File: src/common/fpa_pkg.sv
// shared constants and types for the program and data flash access block
package fpa_pkg;
   // command register codes
   localparam logic [7:0] CMD_PG_READ   = 8'h01;
   localparam logic [7:0] CMD_PG_WRITE  = 8'h02;
   localparam logic [7:0] CMD_VERIFY    = 8'h04;
   localparam logic [7:0] CMD_ER_PAGE   = 8'h05;
   localparam logic [7:0] CMD_ER_ALL    = 8'h06;
   localparam logic [7:0] CMD_BY_READ   = 8'h81;
   localparam logic [7:0] CMD_BY_WRITE  = 8'h82;
   localparam logic [7:0] CMD_ENTER_UPD = 8'hF0;
   localparam logic [7:0] CMD_LEAVE_UPD = 8'h0F;
   // special function register selects
   localparam int         SEL_W         = 3;
   localparam logic [2:0] SEL_CMD       = 3'h0;
   localparam logic [2:0] SEL_DATA1     = 3'h1;
   localparam logic [2:0] SEL_DATA2     = 3'h2;
   localparam logic [2:0] SEL_DATA3     = 3'h3;
   localparam logic [2:0] SEL_DATA4     = 3'h4;
   localparam logic [2:0] SEL_ADDR_HI   = 3'h5;
   localparam logic [2:0] SEL_ADDR_LO   = 3'h6;
   // operations toward the flash macro
   localparam logic [1:0] NV_READ       = 2'h0;
   localparam logic [1:0] NV_WRITE      = 2'h1;
   localparam logic [1:0] NV_ERASE      = 2'h2;
   localparam logic [1:0] NV_ERASE_ALL  = 2'h3;
   // map figures and other fixed values
   localparam logic [15:0] ARRAY_TOP    = 16'hF800;
   localparam logic [7:0]  UPD_TOP_HI   = 8'hE0;
   localparam logic [7:0]  DL_TOP_HI    = 8'hF8;
   localparam logic [15:0] BOOT_VEC     = 16'hE000;
   localparam logic [15:0] RST_VEC      = 16'h0000;
   localparam logic [15:0] PROG_PG_MASK = 16'hFFC0;
   localparam logic [15:0] DATA_TOP     = 16'h1000;
   localparam logic [7:0]  ERASED       = 8'hFF;
   localparam logic [7:0]  VERIFY_OK    = 8'h00;
   localparam logic [7:0]  VERIFY_FAIL  = 8'h01;
   localparam logic [7:0]  LAST_BYTE    = 8'hFF;
   localparam logic [1:0]  STRAP_TAKE   = 2'h2;
   localparam logic [35:0] PIN_RST      = 36'h8_0000_0000;
   localparam logic [7:0]  CMD_RST      = 8'h00;
   typedef enum logic [4:0] {
      S_IDLE = 5'b00001,
      S_CHK  = 5'b00010,
      S_XRD  = 5'b00100,
      S_WAIT = 5'b01000,
      S_NONE = 5'b10000
   } fpa_state_t;
endpackage

File: src/verilog/fpa_flash_access.sv
// flash access controller: program array map, update mode and data array commands
`timescale 1ns/100ps
`default_nettype none
module fpa_flash_access (
   input  wire logic                    i_ref_clk,
   input  wire logic                    i_resetn,
   input  wire logic                    i_code_fetch_strobe_pin_n,
   input  wire logic                    i_boot_load_opt,
   input  wire logic                    i_par_prog_mode,
   input  wire logic                    i_addr_latch_strobe,
   input  wire logic [7:0]              i_programming_config_port,
   input  wire logic [7:0]              i_port_two_bus,
   input  wire logic [7:0]              i_port_one_bus,
   input  wire logic [7:0]              i_port_zero_bus,
   input  wire logic                    i_sfr_we,
   input  wire logic [fpa_pkg::SEL_W-1:0] i_sfr_sel,
   input  wire logic [7:0]              i_sfr_wdata,
   input  wire logic [15:0]             i_fetch_addr,
   input  wire logic                    i_nv_done,
   input  wire logic [31:0]             i_nv_rdata,
   input  wire logic [7:0]              i_on_chip_extended_ram_rdata,
   output logic      [7:0]              o_sfr_rdata,
   output logic                         o_core_stall,
   output logic                         o_fetch_hit,
   output logic      [15:0]             o_reset_vector,
   output logic                         o_serial_dl_mode,
   output logic                         o_user_update_mode,
   output logic                         o_nv_req,
   output logic      [1:0]              o_nv_op,
   output logic                         o_nv_array,
   output logic      [15:0]             o_nv_addr,
   output logic      [31:0]             o_nv_wdata,
   output logic      [3:0]              o_nv_be,
   output logic      [7:0]              o_on_chip_extended_ram_addr
);
   import fpa_pkg::*;

   logic [35:0] pin_s1_r, pin_s2_r;
   logic        ale_d_r;
   logic        code_fetch_strobe_pin_n_s, boot_s, par_s, ale_s;
   logic [7:0]  p3_s, p2_s, p1_s, p0_s;
   fpa_state_t  st_r, st_nxt;
   logic [7:0]  cmd_r, cmd_nxt, stat_r, stat_nxt, adh_r, adh_nxt, adl_r, adl_nxt;
   logic [7:0]  cnt_r, cnt_nxt, xb_r, xb_nxt, rd_nxt;
   logic [31:0] dat_r, dat_nxt, wd_nxt;
   logic [15:0] addr_nxt, vec_nxt;
   logic [1:0]  op_nxt, strap_r, strap_nxt;
   logic [3:0]  be_nxt;
   logic        upd_nxt, req_nxt, arr_nxt, dl_nxt, hit_nxt, stall_nxt;
   logic        par_go, core_go, copying;
   logic [7:0]  lim;

   // two-flop synchroniser on every pin; only the second stage is read
   always_ff @(posedge i_ref_clk or negedge i_resetn) begin
      if (!i_resetn) begin
         pin_s1_r <= PIN_RST;
         pin_s2_r <= PIN_RST;
         ale_d_r  <= 1'b0;
      end else begin
         pin_s1_r <= {i_code_fetch_strobe_pin_n, i_boot_load_opt, i_par_prog_mode,
                      i_addr_latch_strobe, i_programming_config_port, i_port_two_bus,
                      i_port_one_bus, i_port_zero_bus};
         pin_s2_r <= pin_s1_r;
         ale_d_r  <= pin_s2_r[32];
      end
   end
   assign {code_fetch_strobe_pin_n_s, boot_s, par_s, ale_s, p3_s, p2_s, p1_s, p0_s} = pin_s2_r;

   // launch conditions; both only while idle
   assign par_go  = par_s && ale_s && !ale_d_r && (st_r == S_IDLE);
   assign core_go = !par_go && i_sfr_we && (i_sfr_sel == SEL_CMD) && (st_r == S_IDLE);
   assign copying = (cmd_r == CMD_PG_WRITE) && o_nv_array;
   // serial download owns the whole array, user code stops below the boot area
   assign lim     = o_serial_dl_mode ? DL_TOP_HI : UPD_TOP_HI;

   // next-state logic for the whole block
   always_comb begin
      logic [7:0]  c;
      logic [15:0] a;
      logic        prog, ok;
      c = CMD_RST;
      a = 16'h0000;
      prog = 1'b0;
      ok = 1'b0;
      st_nxt = st_r;    cmd_nxt = cmd_r;  stat_nxt = stat_r; dat_nxt = dat_r;
      adh_nxt = adh_r;  adl_nxt = adl_r;  upd_nxt = o_user_update_mode;
      cnt_nxt = cnt_r;  xb_nxt = xb_r;    req_nxt = o_nv_req; op_nxt = o_nv_op;
      arr_nxt = o_nv_array; addr_nxt = o_nv_addr; wd_nxt = o_nv_wdata; be_nxt = o_nv_be;
      // plain register writes from the core
      if (i_sfr_we && !core_go) begin
         unique case (i_sfr_sel)
            SEL_DATA1:   dat_nxt[7:0]   = i_sfr_wdata;
            SEL_DATA2:   dat_nxt[15:8]  = i_sfr_wdata;
            SEL_DATA3:   dat_nxt[23:16] = i_sfr_wdata;
            SEL_DATA4:   dat_nxt[31:24] = i_sfr_wdata;
            SEL_ADDR_HI: adh_nxt = i_sfr_wdata;
            SEL_ADDR_LO: adl_nxt = i_sfr_wdata;
            default: ;
         endcase
      end
      unique case (st_r)
         S_IDLE: begin
            if (par_go) begin
               c = p3_s;
               a = {p2_s, p1_s};
               prog = 1'b1;
               ok = 1'b1;
               xb_nxt = p0_s;
            end else if (core_go) begin
               c = i_sfr_wdata;
               a = {adh_r, adl_r};
               prog = o_user_update_mode;
               ok = adh_r < lim;
               xb_nxt = dat_r[7:0];
            end
            if (par_go || core_go) begin
               cmd_nxt = c;
               stat_nxt = c;
               arr_nxt = prog;
               unique case (c)
                  CMD_PG_READ, CMD_VERIFY: if (!prog) begin
                     req_nxt = 1'b1; op_nxt = NV_READ;
                     addr_nxt = {4'h0, a[9:0], 2'b00}; st_nxt = S_WAIT;
                  end
                  CMD_BY_READ: if (!prog) begin
                     req_nxt = 1'b1; op_nxt = NV_READ;
                     addr_nxt = {4'h0, a[11:0]}; st_nxt = S_WAIT;
                  end
                  CMD_PG_WRITE: if (!prog) begin
                     req_nxt = 1'b1; op_nxt = NV_READ;
                     addr_nxt = {4'h0, a[9:0], 2'b00}; st_nxt = S_CHK;
                  end else if (ok) begin
                     cnt_nxt = 8'h00; st_nxt = S_XRD;
                  end
                  CMD_BY_WRITE: if (!prog || ok) begin
                     req_nxt = 1'b1; op_nxt = NV_READ;
                     addr_nxt = prog ? a : {4'h0, a[11:0]}; st_nxt = S_CHK;
                  end
                  CMD_ER_PAGE: if (!prog || ok) begin
                     req_nxt = 1'b1; op_nxt = NV_ERASE; st_nxt = S_WAIT;
                     addr_nxt = prog ? (a & PROG_PG_MASK) : {4'h0, a[9:0], 2'b00};
                  end
                  CMD_ER_ALL: begin
                     req_nxt = 1'b1; op_nxt = NV_ERASE_ALL; st_nxt = S_WAIT;
                     addr_nxt = 16'h0000;
                  end
                  // programmer port cannot switch update mode, only the core can
                  CMD_ENTER_UPD: if (core_go) upd_nxt = 1'b1;
                  CMD_LEAVE_UPD: if (core_go) upd_nxt = 1'b0;
                  default: ;
               endcase
            end
         end
         S_XRD: begin
            // ram read is asynchronous; address has been stable a full cycle
            xb_nxt = i_on_chip_extended_ram_rdata;
            req_nxt = 1'b1; op_nxt = NV_READ;
            addr_nxt = {adh_r, cnt_r}; st_nxt = S_CHK;
         end
         S_CHK: if (i_nv_done) begin
            req_nxt = 1'b0;
            if ((cmd_r == CMD_PG_WRITE) && !o_nv_array) begin
               for (int i = 0; i < 4; i++) begin
                  be_nxt[i] = i_nv_rdata[8*i +: 8] == ERASED;
               end
               wd_nxt = dat_r;
            end else begin
               be_nxt = {3'b000, i_nv_rdata[7:0] == ERASED};
               wd_nxt = {24'h000000, xb_r};
            end
            if (be_nxt != 4'h0) begin
               req_nxt = 1'b1; op_nxt = NV_WRITE; st_nxt = S_WAIT;
            end else if (copying && cnt_r != LAST_BYTE) begin
               cnt_nxt = cnt_r + 8'h01; st_nxt = S_XRD;
            end else begin
               st_nxt = S_IDLE;
            end
         end
         S_WAIT: if (i_nv_done) begin
            req_nxt = 1'b0;
            st_nxt = S_IDLE;
            if (o_nv_op == NV_READ) begin
               if (cmd_r == CMD_PG_READ) dat_nxt = i_nv_rdata;
               if (cmd_r == CMD_BY_READ) dat_nxt[7:0] = i_nv_rdata[7:0];
               if (cmd_r == CMD_VERIFY) stat_nxt = (i_nv_rdata == dat_r) ? VERIFY_OK : VERIFY_FAIL;
            end else if (copying && cnt_r != LAST_BYTE) begin
               cnt_nxt = cnt_r + 8'h01; st_nxt = S_XRD;
            end
         end
         default: st_nxt = S_IDLE;
      endcase
      // straps are taken once the synchronisers have filled
      strap_nxt = (strap_r == 2'h3) ? strap_r : strap_r + 2'h1;
      dl_nxt  = o_serial_dl_mode;
      vec_nxt = o_reset_vector;
      if (strap_r == STRAP_TAKE) begin
         dl_nxt  = !code_fetch_strobe_pin_n_s;
         vec_nxt = boot_s ? BOOT_VEC : RST_VEC;
      end
      hit_nxt   = i_fetch_addr < ARRAY_TOP;
      stall_nxt = st_nxt != S_IDLE;
      unique case (i_sfr_sel)
         SEL_CMD:     rd_nxt = stat_nxt;
         SEL_DATA1:   rd_nxt = dat_nxt[7:0];
         SEL_DATA2:   rd_nxt = dat_nxt[15:8];
         SEL_DATA3:   rd_nxt = dat_nxt[23:16];
         SEL_DATA4:   rd_nxt = dat_nxt[31:24];
         SEL_ADDR_HI: rd_nxt = adh_nxt;
         SEL_ADDR_LO: rd_nxt = adl_nxt;
         default:     rd_nxt = 8'h00;
      endcase
   end

   // registers only; update mode clears on every reset
   always_ff @(posedge i_ref_clk or negedge i_resetn) begin
      if (!i_resetn) begin
         st_r <= S_IDLE;        cmd_r <= CMD_RST;       stat_r <= CMD_RST;
         dat_r <= 32'h00000000; adh_r <= 8'h00;         adl_r <= 8'h00;
         cnt_r <= 8'h00;        xb_r <= 8'h00;          strap_r <= 2'h0;
         o_user_update_mode <= 1'b0;
         o_nv_req <= 1'b0;      o_nv_op <= NV_READ;     o_nv_array <= 1'b0;
         o_nv_addr <= 16'h0000; o_nv_wdata <= 32'h00000000; o_nv_be <= 4'h0;
         o_sfr_rdata <= 8'h00;  o_core_stall <= 1'b0;   o_fetch_hit <= 1'b0;
         o_reset_vector <= RST_VEC; o_serial_dl_mode <= 1'b0; o_on_chip_extended_ram_addr <= 8'h00;
      end else begin
         st_r <= st_nxt;        cmd_r <= cmd_nxt;       stat_r <= stat_nxt;
         dat_r <= dat_nxt;      adh_r <= adh_nxt;       adl_r <= adl_nxt;
         cnt_r <= cnt_nxt;      xb_r <= xb_nxt;         strap_r <= strap_nxt;
         o_user_update_mode <= upd_nxt;
         o_nv_req <= req_nxt;   o_nv_op <= op_nxt;      o_nv_array <= arr_nxt;
         o_nv_addr <= addr_nxt; o_nv_wdata <= wd_nxt;   o_nv_be <= be_nxt;
         o_sfr_rdata <= rd_nxt; o_core_stall <= stall_nxt; o_fetch_hit <= hit_nxt;
         o_reset_vector <= vec_nxt; o_serial_dl_mode <= dl_nxt; o_on_chip_extended_ram_addr <= cnt_nxt;
      end
   end

   // checks on the behaviour above
   a_stall_while_busy: assert property (@(posedge i_ref_clk) disable iff (!i_resetn)
      (core_go && i_sfr_wdata == CMD_ER_ALL) |=> o_core_stall && o_nv_req)
      else $error("core not stalled during operation");
   a_fetch_map_top: assert property (@(posedge i_ref_clk) disable iff (!i_resetn)
      (i_fetch_addr >= ARRAY_TOP) |=> !o_fetch_hit) else $error("fetch above array hit");
   a_boot_vector: assert property (@(posedge i_ref_clk) disable iff (!i_resetn)
      (strap_r == STRAP_TAKE && boot_s) |=> (o_reset_vector == BOOT_VEC))
      else $error("boot vector not applied");
   a_dl_mode_held: assert property (@(posedge i_ref_clk) disable iff (!i_resetn)
      (strap_r == 2'h3) |=> $stable(o_serial_dl_mode)) else $error("download mode changed");
   a_upd_entry_cause: assert property (@(posedge i_ref_clk) disable iff (!i_resetn)
      $rose(o_user_update_mode) |-> $past(core_go && i_sfr_wdata == CMD_ENTER_UPD))
      else $error("update mode entered without command");
   a_prog_read_only: assert property (@(posedge i_ref_clk) disable iff (!i_resetn)
      (core_go && !o_user_update_mode) |=> !(o_nv_req && o_nv_array))
      else $error("program array touched outside update mode");
   a_protect_top: assert property (@(posedge i_ref_clk) disable iff (!i_resetn)
      (core_go && o_user_update_mode && adh_r >= lim && i_sfr_wdata != CMD_ER_ALL)
      |=> (st_r == S_IDLE) && !o_core_stall) else $error("protected region command ran");
   a_erased_only: assert property (@(posedge i_ref_clk) disable iff (!i_resetn)
      (st_r == S_CHK && i_nv_done && cmd_r == CMD_BY_WRITE && i_nv_rdata[7:0] != ERASED)
      |=> !o_nv_req && (st_r == S_IDLE)) else $error("write to unerased byte");
   a_prog_page_erase: assert property (@(posedge i_ref_clk) disable iff (!i_resetn)
      (o_nv_req && o_nv_op == NV_ERASE && o_nv_array) |-> (o_nv_addr[5:0] == 6'h00))
      else $error("program erase not page aligned");
   a_data_range: assert property (@(posedge i_ref_clk) disable iff (!i_resetn)
      (o_nv_req && !o_nv_array) |-> (o_nv_addr < DATA_TOP)) else $error("data address out of range");
endmodule
`default_nettype wire

File: config.mk
export PLATFORM = sky130hd
export DESIGN_NAME = fpa_flash_access
export DESIGN_NICKNAME = d
export VERILOG_FILES = /design/src/common/fpa_pkg.sv /design/src/verilog/fpa_flash_access.sv
export SDC_FILE = /design/constraint.sdc
export NUM_CORES = 1
export LEC_CHECK = 0
export BUFFER_PORTS_ARGS = -buffer_cell sky130_fd_sc_hd__buf_2
export CORE_MARGIN = 8
export CORE_UTILIZATION = 62
export CTS_BUF_LIST = sky130_fd_sc_hd__clkbuf_8
export DETAILED_ROUTE_END_ITERATION = 10
export PLACE_DENSITY = 0.88
export SLEW_MARGIN = 20
export SYNTH_ARGS = -nofsm -noshare
export SYNTH_HDL_FRONTEND = slang
export SYNTH_SLANG_ARGS = --single-unit
File: constraint.sdc
create_clock -name i_ref_clk -period 5.95 [get_ports i_ref_clk]
set_input_delay 1.19 -clock i_ref_clk [delete_from_list [all_inputs] [get_ports i_ref_clk]]
set_output_delay 1.19 -clock i_ref_clk [all_outputs]
set_load 0.005 [all_outputs]
# ---- Word level (Yosys, flattened, before mapping)
# Index checks and enable logic that the tools add are counted.
dict set report word_totals {
  reg_bits 244
}
dict set report op_classes {
  add_sub_neg 2
  n_lt_le_gt_ge 2
  eq_ne 53
  mux 92
  reduce_logical 38
}
# cell n
set op_table {}
lappend op_table {{$mux W8} 27}
lappend op_table {{$mux W32} 6}
lappend op_table {{$mux W16} 10}
lappend op_table {{$pmux W16 S5} 1}
lappend op_table {{$eq A8 B8 Y1 const B} 8}
lappend op_table {{$pmux W8 S7} 1}
lappend op_table {{$mux W5} 10}
lappend op_table {{$eq A32 B32 Y1} 1}
lappend op_table {{$eq A8 B3 Y1 const B} 4}
lappend op_table {{$pmux W16 S2} 1}
lappend op_table {{$pmux W8 S2} 2}
lappend op_table {{$pmux W5 S5} 1}
lappend op_table {{$pmux W8 S3} 1}
lappend op_table {{$pmux W5 S4} 1}
lappend op_table {{$ne A3 B3 Y1 const B} 6}
lappend op_table {{$eq A8 B1 Y1 const B} 2}
lappend op_table {{$eq A8 B2 Y1 const B} 2}
lappend op_table {{$lt A16 B16 Y1 const B} 1}
lappend op_table {{$mux W4} 4}
lappend op_table {{$mux W1} 15}
lappend op_table {{$ne A2 B2 Y1 const B} 7}
lappend op_table {{$reduce_and A7 Y1} 2}
lappend op_table {{$mux W2} 6}
lappend op_table {{$logic_and A1 B1 Y1} 10}
lappend op_table {{39 further kinds} 58}

# ---- Logic depth before layout (Yosys ltp)
dict set report depth {
  word_depth 17
  mapped_depth 11
  mapped_depth_nobuf 10
}

# ---- Worst setup path before layout
# No wires, ideal clock.
dict set report synth_path {
  path_type {input-to-reg}
  from {input i_sfr_sel[0] in the netlist's numbering}
  to {register o_nv_addr[12]}
  setup_time_ns 0.125
  arrival_time_ns 3.513
  t_required_ns 5.825
  setup_slack_ns 2.312
  cell_stages 10
  path_buffers 2
  path_cell_list {buf_2 > or4b_4 > o31ai_4 > o21ai_2 > o31a_1 > o31ai_4 > o221ai_4 > nor2_8 > buf_12 > mux2_4}
}
dict set report synth_via {
  elab_chain_len 11
  word_cells_on_any_way 39
}
# element line
set synth_rtl {}
lappend synth_rtl {{start, declared} fpa_flash_access.sv:16} ;# input wire logic [fpa_pkg::SEL_W-1:0] i_sfr_sel,
lappend synth_rtl {{$logic_not A3 Y1 (*)} fpa_flash_access.sv:71} ;# assign core_go = !par_go && i_sfr_we && (i_sfr_sel == SEL_CMD) && (st_r == S_IDLE);
lappend synth_rtl {{$logic_and A1 B1 Y1 (*) (2 in series)} fpa_flash_access.sv:71}
lappend synth_rtl {{$mux W8 / $mux W1 (equally long branches)} fpa_flash_access.sv:109} ;# end else if (core_go) begin
lappend synth_rtl {{$mux W8 / $mux W1 (equally long branches)} fpa_flash_access.sv:103} ;# if (par_go) begin
lappend synth_rtl {{$mux W8 / $mux W1 (equally long branches)} fpa_flash_access.sv:101} ;# unique case (st_r)
lappend synth_rtl {{$eq A8 B2 Y1, or another cell as far along} fpa_flash_access.sv:120} ;# unique case (c)
lappend synth_rtl {{$reduce_or A3 Y1 (no source line), or another cell as far along} -}
lappend synth_rtl {{$pmux W16 S5} fpa_flash_access.sv:120}
lappend synth_rtl {{$mux W16} fpa_flash_access.sv:116} ;# if (par_go || core_go) begin
lappend synth_rtl {{$pmux W16 S2} fpa_flash_access.sv:101}
lappend synth_rtl {{end signal, assigned} fpa_flash_access.sv:231} ;# o_nv_addr <= addr_nxt; o_nv_wdata <= wd_nxt; o_nv_be <= be_nxt;
lappend synth_rtl {{end, declared} fpa_flash_access.sv:31} ;# output logic [15:0] o_nv_addr,
# Every way passes the cells marked *; elsewhere a longest branch is shown, timed or not. The select of a mux whose other input is x is not followed.
# A chain may end at the register's enable or synchronous reset.

# ---- Final worst setup path
dict set report layout_path {
  from {input i_sfr_sel[1] in the netlist's numbering}
  to {register o_nv_addr[3]}
}
dict set report layout_via {
  elab_chain_len 11
  word_cells_on_any_way 41
}
# element line
set layout_rtl {}
lappend layout_rtl {{$logic_not A3 Y1 (*)} fpa_flash_access.sv:71}
lappend layout_rtl {{$logic_and A1 B1 Y1 (*) (2 in series)} fpa_flash_access.sv:71}
lappend layout_rtl {{$mux W8 / $mux W1 (equally long branches)} fpa_flash_access.sv:109}
lappend layout_rtl {{$mux W8 / $mux W1 (equally long branches)} fpa_flash_access.sv:103}
lappend layout_rtl {{$mux W8 / $mux W1 (equally long branches)} fpa_flash_access.sv:101}
lappend layout_rtl {{$eq A8 B2 Y1, or another cell as far along} fpa_flash_access.sv:120}
lappend layout_rtl {{$reduce_or A3 Y1 (no source line) / $mux W16 (equally long branches)} -}
lappend layout_rtl {{$pmux W16 S5} fpa_flash_access.sv:120}
lappend layout_rtl {{$mux W16} fpa_flash_access.sv:116}
lappend layout_rtl {{$pmux W16 S2} fpa_flash_access.sv:101}
# Marked as above.

==> reports/metrics.cfg <==
[drt]
drtAntennaViolNets = 0
detail_route.vias_per_cell = 6.048
avgRoutedWirePerCell_um = 21.12
vias = 8389
drc = 0
first_iter_violations = 832
drtPass1Iterations = 5
wirelength_mm = 29.29

[sta]
maxSlewViolCount = 0
setup_viol = 0
setup_tns_ps = 0
tightestPinTransition_ps = 1020
finalHoldViolCount = 0
max-slew-margin-rel_pct = 32.02
skew_ps = 39.64
setup_ws_ps = 2141
period_needed_ps = 3809
max_clock_freq_mhz = 262.5
rsz0062_at_grt = no
finalCritPeriodShare_pct = 64.02

[power]
cellLeakagePower_nw = 5.684
clockPowerShare_pct = 36.1
pwr-share-comb_pct = 14.9
netSwitchingFraction_pct = 28.70
power_switching_mw = 1.111
ir_worst_vdd_mv = 0.2144
fin_total_pwr_mw = 3.871
pwr-share-seq_pct = 49.1
cellInternalPower_mw = 2.760
p_per_area_mw_per_mm2 = 314.1

[finish]
n_antenna_cell = 0
fill_cells = 1195
utilization_pct = 74.32
register_area_sq_mm = 0.005734
nNetsFinal = 1251
drive_gt1_share_pct = 26.39
area_growth_pct = 16.84
multi_input_area_sq_mm = 0.004512
stdcell_count = 1387

[placed_design]
dp.cells = 1320
pre_cts_ws_ps = 1629
hpwl_mm = 20.95
io_buffers = 174
globalplace.congestion = 0.9298

[critical_path]
slowest_delay_ps = 670
critPathLaunchType = input port
critPathRequiredTime_ps = 6370
critPathSlowestCell = a21oi_1
critical_path_class = in2reg
reg2reg_depth = 8
critPathMaxFanout = 21
path_cells = buf_2 > nor4b_1 > buf_4 > nand3_1 > a21oi_1 > nor3_1 > o211ai_2 > o221ai_4 > nor2_8 > mux2_2
endpoint_kind = register
arrival_ps = 4230

[floorplanning]
fp.dieW_um = 146.4
initial_utilization_pct = 63.61
fp.dieH_um = 146.4
core.rowCount = 47
core-area_sq_mm = 0.01658
die-area_sq_mm = 0.02144
io_pins = 199

[logic_synthesis]
ys_seq_area_share_pct = 54.36
synth-compound-area-share_pct = 14.15
yosysWarnings = 0
synth-simple-area-share_pct = 14.15
synth_xor_xnor_area_share_pct = 3.404
avgSynthCellArea_sq_um = 10.93
synth_seq_cells = 229
postSynthCellCount = 965
synthArstFlopShare_pct = 100.0
yosys.area_share.adder_pct = 0.4744
synthMuxAreaShare_pct = 9.821
synth_edf_count = 0
syn_area_sq_mm = 0.01055
synth_flop_cell = dfrtp_1
yosysUniqueCellTypes = 75
synth_top_family_by_area = compound AO/OA/AOI/OAI gates

[clock_network]
cts.htree.levels = 2
ctsResizeCount = 0
cts_buffers = 38
cts-root-buf = clkbuf_8
clk_latency_ps = 550
path_clk_slew_ps = 60
cts_tree = done
cts_setup_buffers = 0
cts_sinks = 229
clockBufferDepth = 3
ctsHoldBuffers = 0

[job]
drv_cap = 0

[grt]
overflow = 0
grt_max_degree = 117
grt_pass1_vias = 8475
grt_usage_pct = 27.01
antenna_found_initial = 1
grt_first_pass_wirelength_mm = 46.29

[worst_hold_path]
worst_hold_path_type = reg2reg
whs_path_depth = 0

[status]
status = finished clean

[cell type report]
class                   instances  area share (%)
multi-input cells             673           36.61
inverters                      11          0.3350
repair buffers                187           8.040
well taps                     220           2.233
flip-flops and latches        229           46.52
clock buffers                  47           5.248
clock inverters                20           1.015
[sequential cells by signal, summed over array words and instances, names as in the netlist, 2 cells and up]
name and flops:
adh_r 8, adl_r 8, cmd_r 8, cnt_r 8
dat_r 32, o_nv_addr 16, o_nv_be 4, o_nv_op 2
o_nv_wdata 32, o_sfr_rdata 8, pin_s1_r 36, pin_s2_r 36
st_r 5, stat_r 8, strap_r 2, xb_r 8
[per-stage QoR]
| step | area (sq um) | hold WS [ps] |
|---|---|---|
| after floorplan | 10600 | 331.2 |
| after global placement | 11550 | 331.6 |
| after detailed placement | 11550 | 334.7 |
| after CTS | 12330 | 338.4 |
| after global routing | 12330 | 350.4 |
| final | 12330 | 324.6 |
[synth_stat cells (all sizes together) (4+ instances only)]
library cell / count / area, sq um
nand2b: 6 / 37.54
o211ai: 6 / 55.05
and4b: 6 / 60.06
a21o: 10 / 75.07
nand3: 15 / 75.07
o31ai: 5 / 78.82
dfrtp: 226 / 5655
mux4: 6 / 135.1
and2: 4 / 25.02
a22oi: 14 / 105.1
and3: 9 / 56.30
nand4: 21 / 131.4
a22o: 26 / 227.7
inv: 11 / 41.29
buf: 36 / 230.2
ha: 4 / 50.05
mux2: 34 / 420.4
nor2: 46 / 198.9
a21oi: 37 / 188.9
a31oi: 4 / 25.02
nand2: 146 / 548.0
xnor2: 35 / 306.5
nand3b: 6 / 45.04
nor4: 8 / 50.05
xor2: 6 / 52.55
mux2i: 48 / 480.5
clkbuf: 29 / 108.9
or2: 4 / 25.02
nor3: 9 / 50.05
a221o: 6 / 60.06
o21ai: 96 / 484.2
nor4b: 4 / 50.05
[worst max-delay path: cells and delay by family]
family | cells | cell delay, ps
AOI/OAI and AO/OA | 3 | 1070
buffers and inverters | 2 | 490
muxes | 1 | 390
and+or+nand+nor | 4 | 1070
[path summary, 6_finish.rpt]
path / start / endpoint / slack (ps)
max: i_sfr_sel[1] / o_nv_addr[3]$_DFFE_PN0P_ / 2140
min: pin_s1_r[27]$_DFF_PN0_ / pin_s2_r[27]$_DFF_PN0_ / 320
max reg2reg: st_r[2]$_DFF_PN0_ / o_nv_addr[3]$_DFFE_PN0P_ / 2350
min reg2reg: pin_s1_r[27]$_DFF_PN0_ / pin_s2_r[27]$_DFF_PN0_ / 320
max in group asynchronous: i_resetn / cmd_r[0]$_DFFE_PN0P_ / 4170
min in group asynchronous: i_resetn / o_fetch_hit$_DFF_PN0_ / 720
[cell usage in the layout (no fill, tap or decap), drive strengths merged, types with 7 or more instances in the layout]
cell,netlist,routed
dfrtp,226,226
buf,36,187
nand2,146,146
o21ai,96,96
mux2i,48,48
clkbuf,29,47
nor2,46,46
a21oi,37,37
xnor2,35,35
mux2,34,34
a22o,26,26
nand4,21,21
inv,11,21
nand3,15,15
a22oi,14,14
conb,1,14
a21o,10,10
and3,9,9
nor3,9,9
nor4,8,8
clkinv,0,7
[logic make-up after synthesis]
kind of cell	Yosys count
AO/OA/AOI/OAI	225
XOR/XNOR	41
adder cells (fa/ha/maj)	4
buffers and inverters	76
flip-flops	229
multiplexers	88
other	1
AND/OR/NAND/NOR	301
[routing by layer]
metal / wire length, um / share of wire (%) / GRT usage, % / up-vias
met5: 11 / 0.038 / 0 / -
li1: - / - / - / 3779
met1: 11940 / 41 / 35.48 / 4058
met3: 2424 / 8.3 / 6.150 / 89
met4: 1157 / 3.9 / 12.83 / 2
met2: 13760 / 47 / 41.85 / 461
[power groups by stage]
| stage | registers, mW | logic, mW | clock network [mW] |
|---|---|---|---|
| after floorplan | 1.87 | 0.360 | 0 |
| after global placement | 1.91 | 0.542 | 0 |
| after detailed placement | 1.92 | 0.561 | 0 |
| after CTS | 1.89 | 0.567 | 1.41 |
| after global routing | 1.92 | 0.626 | 1.49 |
| final | 1.90 | 0.576 | 1.40 |
No activity file was read; power rests on OpenSTA's default activity.
